## config.mk

```make
export PLATFORM = sky130hd
export DESIGN_NAME = sanitize_cmd_ctrl
export DESIGN_NICKNAME = d
export VERILOG_FILES = /design/src/core/sanitize_pkg.sv /design/src/core/completion_flag_keep.sv /design/src/core/sanitize_cmd_ctrl.sv
export SDC_FILE = /design/constraint.sdc
export NUM_CORES = 1
export LEC_CHECK = 0
export BUFFER_PORTS_ARGS = -buffer_cell sky130_fd_sc_hd__buf_4
export CELL_PAD_IN_SITES_DETAIL_PLACEMENT = 1
export CELL_PAD_IN_SITES_GLOBAL_PLACEMENT = 1
export CORE_ASPECT_RATIO = 1.75
export CORE_UTILIZATION = 25
export CTS_CLUSTER_DIAMETER = 200
export CTS_CLUSTER_SIZE = 20
export DETAILED_ROUTE_END_ITERATION = 12
export PLACE_DENSITY = 0.83
export SYNTH_ARGS = -nofsm -noshare
export SYNTH_HDL_FRONTEND = slang
export SYNTH_HIERARCHICAL = 1
export SYNTH_SLANG_ARGS = --single-unit
```

## constraint.sdc

```tcl
create_clock -name clk_i -period 4.33 [get_ports clk_i]
set_clock_uncertainty 0.1 [all_clocks]
set_input_delay 0.433 -clock clk_i [delete_from_list [all_inputs] [get_ports clk_i]]
set_output_delay 0.433 -clock clk_i [all_outputs]
set_load 0.005 [all_outputs]
```

## src/core/sanitize_pkg.sv

```systemverilog
// Behaviour
// - sanitize opcode with freeze feature moves the state machine from idle or succeeded to frozen.
// - after freeze completes, every sanitize command except status query aborts.
// - frozen returns to idle only on power-on or hardware reset.
// - count bit 15 shows succeeded entered; it survives power-on reset.
// - count bit 14 set while a sanitize operation runs, else clear.
// - count bit 13 set while the state machine is frozen.
// - progress numerator over 65536: high byte cylinder-low, low byte sector-number.
// - progress reads all ones whenever no operation is running.
// - error reason in sector-number: 00h, 01h, 02h, 03h; others reserved.
// - status query is accepted and executed in every sanitize state.
// - status answer gives progress, success or failure, frozen indication.
// - failed state, failure-mode set, clear bit set: status query returns to idle.
// - failed state, clear bit set but failure-mode was clear: status query is aborted.
package sanitize_pkg;
  localparam logic [7:0]  SANITIZE_OPCODE      = 8'hB4;
  localparam logic [15:0] FEAT_STATUS          = 16'h0000;
  localparam logic [15:0] FEAT_FREEZE_LOCK     = 16'h0020;
  localparam int          CNT_CLEAR_FAILED_BIT = 0;
  localparam int          CNT_FAIL_MODE_BIT    = 4;
  localparam int          CNT_SUCCEEDED_BIT    = 15;
  localparam int          CNT_RUNNING_BIT      = 14;
  localparam int          CNT_FROZEN_BIT       = 13;
  localparam logic [15:0] PROGRESS_IDLE        = 16'hFFFF;
  localparam logic [7:0]  REASON_NONE          = 8'h00;
  localparam logic [7:0]  REASON_UNSANITIZED   = 8'h01;
  localparam logic [7:0]  REASON_BAD_FEATURE   = 8'h02;
  localparam logic [7:0]  REASON_FROZEN        = 8'h03;
  localparam int          ERR_ABORT_BIT        = 2;
  localparam int          ST_BUSY_BIT          = 7;
  localparam int          ST_READY_BIT         = 6;
  localparam int          ST_FAULT_BIT         = 5;
  localparam int          ST_SEEK_DONE_BIT     = 4;
  localparam int          ST_CORRECTED_BIT     = 2;
  localparam int          ST_ERROR_BIT         = 0;
  localparam logic [7:0]  ERR_RESET            = 8'h00;
  localparam logic [7:0]  STAT_RESET           = 8'h50;

  typedef enum logic [2:0] {
    sanitize_idle_state,
    sanitize_frozen_state,
    sanitize_running_state,
    sanitize_failed_state,
    sanitize_succeeded_state
  } sanitize_state_t;
endpackage

```

## src/core/completion_flag_keep.sv

```systemverilog
`timescale 1ns/100ps
// retained flag: the retention init or clr_i clears it, not the system reset
module completion_flag_keep (
  input  wire logic clk_i,
  input  wire logic keep_init_i,
  input  wire logic set_i,
  input  wire logic clr_i,
  output logic      flag_o
);
  always_ff @(posedge clk_i) begin
    if (keep_init_i) begin
      flag_o <= 1'b0;
    end else if (set_i) begin
      flag_o <= 1'b1;
    end else if (clr_i) begin
      flag_o <= 1'b0;
    end
  end
endmodule

```

## src/core/sanitize_cmd_ctrl.sv

```systemverilog
`timescale 1ns/100ps
module sanitize_cmd_ctrl
  import sanitize_pkg::*;
(
  input  wire logic        clk_i,
  input  wire logic        sys_rst_i,
  input  wire logic        hw_rst_i,
  input  wire logic        keep_init_i,
  input  wire logic        cmd_valid_i,
  input  wire logic [7:0]  cmd_opcode_i,
  input  wire logic [15:0] cmd_feature_i,
  input  wire logic [15:0] cmd_count_i,
  input  wire logic        op_begin_i,
  input  wire logic        op_fail_mode_i,
  input  wire logic        op_end_i,
  input  wire logic        op_ok_i,
  input  wire logic [15:0] op_progress_i,
  output logic             done_o,
  output logic [7:0]       command_error_flags_o,
  output logic [7:0]       device_status_flags_o,
  output logic [15:0]      count_out_o,
  output logic [7:0]       secnum_out_o,
  output logic [7:0]       cyllow_out_o,
  output logic             frozen_o
);

  function automatic logic [7:0] status_byte(input logic err);
    logic [7:0] s;
    s = 8'h00;
    s[ST_READY_BIT]     = 1'b1;
    s[ST_SEEK_DONE_BIT] = 1'b1;
    s[ST_ERROR_BIT]     = err;
    return s;
  endfunction

  sanitize_state_t state_r;
  sanitize_state_t state_nxt;
  logic            fail_mode_r;
  logic            succeeded_flag;
  logic            done_r;
  logic [7:0]      err_r;
  logic [7:0]      stat_r;
  logic [15:0]     count_r;
  logic [7:0]      secnum_r;
  logic [7:0]      cyllow_r;

  wire take_cmd     = cmd_valid_i && (cmd_opcode_i == SANITIZE_OPCODE);
  wire is_status    = (cmd_feature_i == FEAT_STATUS);
  wire is_freeze    = (cmd_feature_i == FEAT_FREEZE_LOCK);
  wire in_idle      = (state_r == sanitize_idle_state);
  wire in_frozen    = (state_r == sanitize_frozen_state);
  wire in_running   = (state_r == sanitize_running_state);
  wire in_failed    = (state_r == sanitize_failed_state);
  wire in_succeeded = (state_r == sanitize_succeeded_state);
  wire clear_req    = cmd_count_i[CNT_CLEAR_FAILED_BIT];

  // status query never refused by state
  wire status_cmd   = take_cmd && is_status;
  wire clear_ok     = status_cmd && clear_req && in_failed && fail_mode_r;
  wire clear_abort  = status_cmd && clear_req && in_failed && !fail_mode_r;
  wire freeze_cmd   = take_cmd && is_freeze;
  wire freeze_abort = freeze_cmd && (in_frozen || in_running || in_failed);
  wire freeze_ok    = freeze_cmd && !freeze_abort;
  wire other_cmd    = take_cmd && !is_status && !is_freeze;
  wire do_abort     = clear_abort || freeze_abort || other_cmd;
  // freeze outranks a start in the same cycle, so the start must not clear bit 15
  wire op_may_begin = op_begin_i && (in_idle || in_succeeded) && !freeze_ok;
  wire op_finish    = op_end_i && in_running;

  wire [7:0] reason_nxt = in_frozen   ? REASON_FROZEN :
                          clear_abort ? REASON_UNSANITIZED :
                          other_cmd   ? REASON_BAD_FEATURE :
                                        REASON_NONE;

  // progress only while running, all ones otherwise
  wire [15:0] progress_nxt = in_running ? op_progress_i : PROGRESS_IDLE;

  wire [15:0] count_nxt = {succeeded_flag, in_running, in_frozen, 13'h0000};

  wire [7:0] err_nxt = do_abort ? (8'h01 << ERR_ABORT_BIT) : ERR_RESET;

  always_comb begin
    state_nxt = state_r;
    case (state_r)
      sanitize_idle_state, sanitize_succeeded_state: begin
        if (freeze_ok) begin
          state_nxt = sanitize_frozen_state;
        end else if (op_may_begin) begin
          state_nxt = sanitize_running_state;
        end
      end
      sanitize_frozen_state: begin
        if (hw_rst_i) begin
          state_nxt = sanitize_idle_state;
        end
      end
      sanitize_running_state: begin
        if (op_finish) begin
          state_nxt = op_ok_i ? sanitize_succeeded_state : sanitize_failed_state;
        end
      end
      sanitize_failed_state: begin
        if (clear_ok) begin
          state_nxt = sanitize_idle_state;
        end
      end
      default: state_nxt = sanitize_idle_state;
    endcase
  end

  // power-on reset also clears frozen
  always_ff @(posedge clk_i) begin
    if (sys_rst_i) begin
      state_r     <= sanitize_idle_state;
      fail_mode_r <= 1'b0;
    end else begin
      state_r <= state_nxt;
      if (op_may_begin) begin
        fail_mode_r <= op_fail_mode_i;
      end
    end
  end

  completion_flag_keep completion_flag_keep_inst (
    .clk_i       (clk_i),
    .keep_init_i (keep_init_i),
    .set_i       (op_finish && op_ok_i),
    .clr_i       (op_may_begin),
    .flag_o      (succeeded_flag)
  );

  always_ff @(posedge clk_i) begin
    if (sys_rst_i) begin
      done_r   <= 1'b0;
      err_r    <= ERR_RESET;
      stat_r   <= STAT_RESET;
      count_r  <= 16'h0000;
      secnum_r <= 8'h00;
      cyllow_r <= 8'h00;
    end else begin
      done_r <= take_cmd;
      if (take_cmd) begin
        err_r    <= err_nxt;
        stat_r   <= status_byte(do_abort);
        count_r  <= count_nxt;
        cyllow_r <= progress_nxt[15:8];
        secnum_r <= do_abort ? reason_nxt : progress_nxt[7:0];
      end
    end
  end

  logic frozen_r;
  always_ff @(posedge clk_i) begin
    if (sys_rst_i) begin
      frozen_r <= 1'b0;
    end else begin
      frozen_r <= (state_nxt == sanitize_frozen_state);
    end
  end

  assign done_o                = done_r;
  assign command_error_flags_o = err_r;
  assign device_status_flags_o = stat_r;
  assign count_out_o           = count_r;
  assign secnum_out_o          = secnum_r;
  assign cyllow_out_o          = cyllow_r;
  assign frozen_o              = frozen_r;

  chk_freeze_enters_frozen: assert property (@(posedge clk_i) disable iff (sys_rst_i)
    freeze_cmd && (in_idle || in_succeeded) && !hw_rst_i |=> in_frozen && frozen_o
      && done_o && !command_error_flags_o[ERR_ABORT_BIT])
    else $error("freeze lock did not enter frozen");

  chk_frozen_aborts_cmds: assert property (@(posedge clk_i) disable iff (sys_rst_i)
    in_frozen && take_cmd && !is_status |=> done_o && command_error_flags_o[ERR_ABORT_BIT]
      && secnum_out_o == REASON_FROZEN)
    else $error("command in frozen state not aborted");

  chk_frozen_exit_reset: assert property (@(posedge clk_i) disable iff (sys_rst_i)
    in_frozen |=> (in_frozen != $past(hw_rst_i)) && (in_idle == $past(hw_rst_i)))
    else $error("frozen state left without reset or kept through reset");

  chk_succeeded_bit: assert property (@(posedge clk_i) disable iff (sys_rst_i)
    take_cmd && (in_succeeded || in_running) |=> count_out_o[CNT_SUCCEEDED_BIT]
      == $past(in_succeeded))
    else $error("completion bit does not match result");

  chk_running_frozen_bits: assert property (@(posedge clk_i) disable iff (sys_rst_i)
    take_cmd |=> count_out_o[CNT_RUNNING_BIT] == $past(in_running)
      && count_out_o[CNT_FROZEN_BIT] == $past(in_frozen))
    else $error("running or frozen bit wrong");

  chk_progress_value: assert property (@(posedge clk_i) disable iff (sys_rst_i)
    status_cmd && in_running |=> {cyllow_out_o, secnum_out_o} == $past(op_progress_i))
    else $error("progress value not returned");

  chk_progress_all_ones: assert property (@(posedge clk_i) disable iff (sys_rst_i)
    status_cmd && !in_running && !clear_abort |=> {cyllow_out_o, secnum_out_o}
      == PROGRESS_IDLE)
    else $error("progress not all ones outside running");

  chk_bad_feature_reason: assert property (@(posedge clk_i) disable iff (sys_rst_i)
    other_cmd && !in_frozen |=> secnum_out_o == REASON_BAD_FEATURE)
    else $error("unsupported feature reason wrong");

  chk_status_any_state: assert property (@(posedge clk_i) disable iff (sys_rst_i)
    status_cmd && !clear_req |=> done_o && !command_error_flags_o[ERR_ABORT_BIT])
    else $error("status query refused");

  chk_clear_failed_ok: assert property (@(posedge clk_i) disable iff (sys_rst_i)
    in_failed && fail_mode_r && status_cmd && clear_req |=> in_idle ##1 in_idle || in_running
      || in_frozen)
    else $error("failed state not cleared");

  chk_clear_failed_abort: assert property (@(posedge clk_i) disable iff (sys_rst_i)
    in_failed && !fail_mode_r && status_cmd && clear_req |=> in_failed
      && command_error_flags_o[ERR_ABORT_BIT] && device_status_flags_o[ST_ERROR_BIT])
    else $error("clear without failure mode not aborted");

  chk_status_byte_bits: assert property (@(posedge clk_i) disable iff (sys_rst_i)
    done_o |-> !device_status_flags_o[ST_BUSY_BIT] && !device_status_flags_o[ST_FAULT_BIT]
      && !device_status_flags_o[ST_CORRECTED_BIT]
      && device_status_flags_o[ST_ERROR_BIT] == command_error_flags_o[ERR_ABORT_BIT])
    else $error("status byte bits wrong at completion");
endmodule

```

==> flow_metrics.tcl <==
set metrics [dict create \
    p_leak_nw 0.910 \
    critPathSlowestCell "and4_1" \
    synthTopCellsByCount "32 x nor2_1, 30 x buf_4, 27 x dfxtp_1" \
    syn2layout_area_growth_pct 33.6 \
    ioPinCount 115 \
    die_y_um 106 \
    hold_ws_ns 0.210 \
    post-dp-hpwl_mm 3.24 \
    cp-start-kind "primary input" \
    cts-root-buf "clkbuf_8" \
    ys.flop_type "dfxtp_1" \
    grt_pass1_vias 1388 \
    synth_top_cell_by_area "dfxtp_1" \
    relSlewSlack_pct 38.9 \
    finalSetupTns_ns 0 \
    setup_violations 0 \
    dr.pass1.iters 2 \
    grt_antenna_before_repair 0 \
    async_reset_ff_share_pct 0 \
    outcome "finished clean" \
    required_ns 4.44 \
    synth_most_common_cell "nor2_1" \
    place_congestion 0.875 \
    h-tree-depth 1 \
    ir_worst_vdd_mv 0.0741 \
    finalNetCount 303 \
    synth-seq-cells 27 \
    crit_type "primary input to register" \
    rows 37 \
    finalMaxSlewViolations 0 \
    r2r_setup_slack_ns 2.57 \
    wl_mm 3.97 \
    cts.sinks 27 \
    grt_pass1_wl_mm 6.13 \
    core_um2 5930 \
    worstHoldPathType "primary input to register" \
    gr-usage-all-layers_pct 12.3 \
    antenna_left 0 \
    synth.top_cell.area_share_pct 34.8 \
    cts.reportedPaths.clkPinSlew_ns 0.09 \
    drive_gt1_share_pct 39.7 \
    cts_buffers 3 \
    clk_latency_ns 0.27 \
    p_per_area_nw_per_um2 232 \
    cts_hold_buf 0 \
    num_vias 1392 \
    critical_path_arrival_ns 2.33 \
    drtIter0Drc 19 \
    clockBufferDepth 2 \
    cts_tree "done" \
    cts_resized 0 \
    synth_warnings 6 \
    viasPerCell 4.42 \
    syn_area_per_cell_um2 9.09 \
    slowest_delay_ns 0.85 \
    fmax_mhz 450 \
    dieArea_um2 6550 \
    synthTopCellsByArea "dfxtp_1 35%, buf_4 14%, nor2_1 7.7%, nor4_4 5.5%, a211oi_1 3.9%" \
    period_share_pct 51.3 \
    hold_viol_final 0 \
    rsz0062_at_grt "no" \
    end_kind "register" \
    post-route-min-period_ns 2.22 \
    cp_cell_sequence "buf_4 > nor3_2 > and4_1 > a31o_2 > inv_1 > nand2b_1 > a21oi_2" \
    syn-instance-count 171 \
    critical_path.max_fanout 26 \
    grt_max_degree 27 \
    synth_cell_types 40 \
    synth_edf_count 0 \
    diodes 0 \
    worst_pin_slew_ns 0.917 \
    fillers 751 \
    start_util_pct 26.2 \
    die_width_um 61.6 \
    yosysSeqAreaShare_pct 34.8 \
    wl_per_cell_um 12.6 \
    drc 0 \
    synth_area_um2 1560 \
    grt_overflow 0 \
    drv_cap 0 \
    numPortBuffers 72 \
    postCtsSetupBuffers 0 \
]
==> worst max-delay path: cells and delay by family <==
kind / cells / cell delay, ns
AOI/OAI and AO/OA: 2 / 0.44
buffers and inverters: 2 / 0.18
and+or+nand+nor: 3 / 1.27
==> placed cells by master (no fill, tap or decap), types with 2 or more instances in the layout <==
master	netlist	routed
nand4_4	2	2
or2b_2	5	5
a311oi_1	2	2
a21oi_1	3	3
buf_4	30	72
nor4_4	4	4
mux2i_1	4	4
conb_1	2	27
nand3_1	2	2
inv_1	4	4
nand2_1	4	4
a22o_1	6	6
o21ai_0	2	2
dfxtp_1	27	27
nand2b_1	5	5
nor2_1	32	32
clkbuf_8	0	3
nor3_1	5	5
a211oi_1	8	8
==> cell type report <==
class | count | area (um^2) | share of cell area [%]
repair buffers | 72 | 541 | 26.0
well taps | 78 | 97.6 | 4.70
clock buffers | 4 | 45.0 | 2.17
flip-flops and latches | 27 | 541 | 26.0
multi-input cells | 130 | 840 | 40.4
inverters | 4 | 15.0 | 0.722
==> flip-flops by register name, summed over array words and instances, names as in the netlist <==
signal                            flops
frozen_o                              1
done_o                                1
cyllow_out_o                          8
state_r                               3
completion_flag_keep_inst/flag_o      1
secnum_out_o                          8
command_error_flags_o                 1
fail_mode_r                           1
count_out_o                           3
==> per-stage QoR <==
step	worst slack (ns)	util (%)	power, mW	cell area (um^2)	std cells
after floorplan	2.65	-	0.315	1650	196
after global placement	1.84	34.3	0.345	2030	311
after detailed placement	1.79	34.3	0.347	2030	311
after CTS	2.09	35.1	0.492	2080	315
after global routing	1.98	35.1	0.510	2080	315
final	2.11	35.1	0.482	2080	315
==> report_power, final <==
part | total (mW) | switching (mW) | internal, mW
clock network | 0.141 | 0.0753 | 0.0658
registers | 0.257 | 0.00530 | 0.251
logic | 0.0839 | 0.0399 | 0.0440
total | 0.482 | 0.121 | 0.361
==> cells by family after synthesis <==
logic type | synth area share, %
simple gates | 30.1
flops | 34.8
other cells | 0.483
compound gates | 14.8
mux | 2.57
buf+inv | 17.3
==> worst paths after layout <==
| path | from | end | cells after the start |
|---|---|---|---|
| min | keep_init_i | completion_flag_keep_inst/flag_o$_SDFFE_PP0P_ | 2 |
| max reg2reg | state_r[1]$_SDFF_PP0_ | secnum_out_o[6]$_SDFFE_PP0N_ | 3 |
| max | cmd_opcode_i[1] | completion_flag_keep_inst/flag_o$_SDFFE_PP0P_ | 7 |
| min reg2reg | completion_flag_keep_inst/flag_o$_SDFFE_PP0P_ | completion_flag_keep_inst/flag_o$_SDFFE_PP0P_ | 2 |
==> per-layer routing <==
metal  up-vias  wire [um]  global-route usage (%)  share of wire (%)
li1        674          -                       -                  -
met1       636       1430                    13.3                 36
met2        73       2170                    22.6                 55
met3         9        265                    1.82                6.7
met4         0        102                    4.92                2.6
met5         -          0                       0                  0
Note: power is estimated with default switching activity, not from simulation.
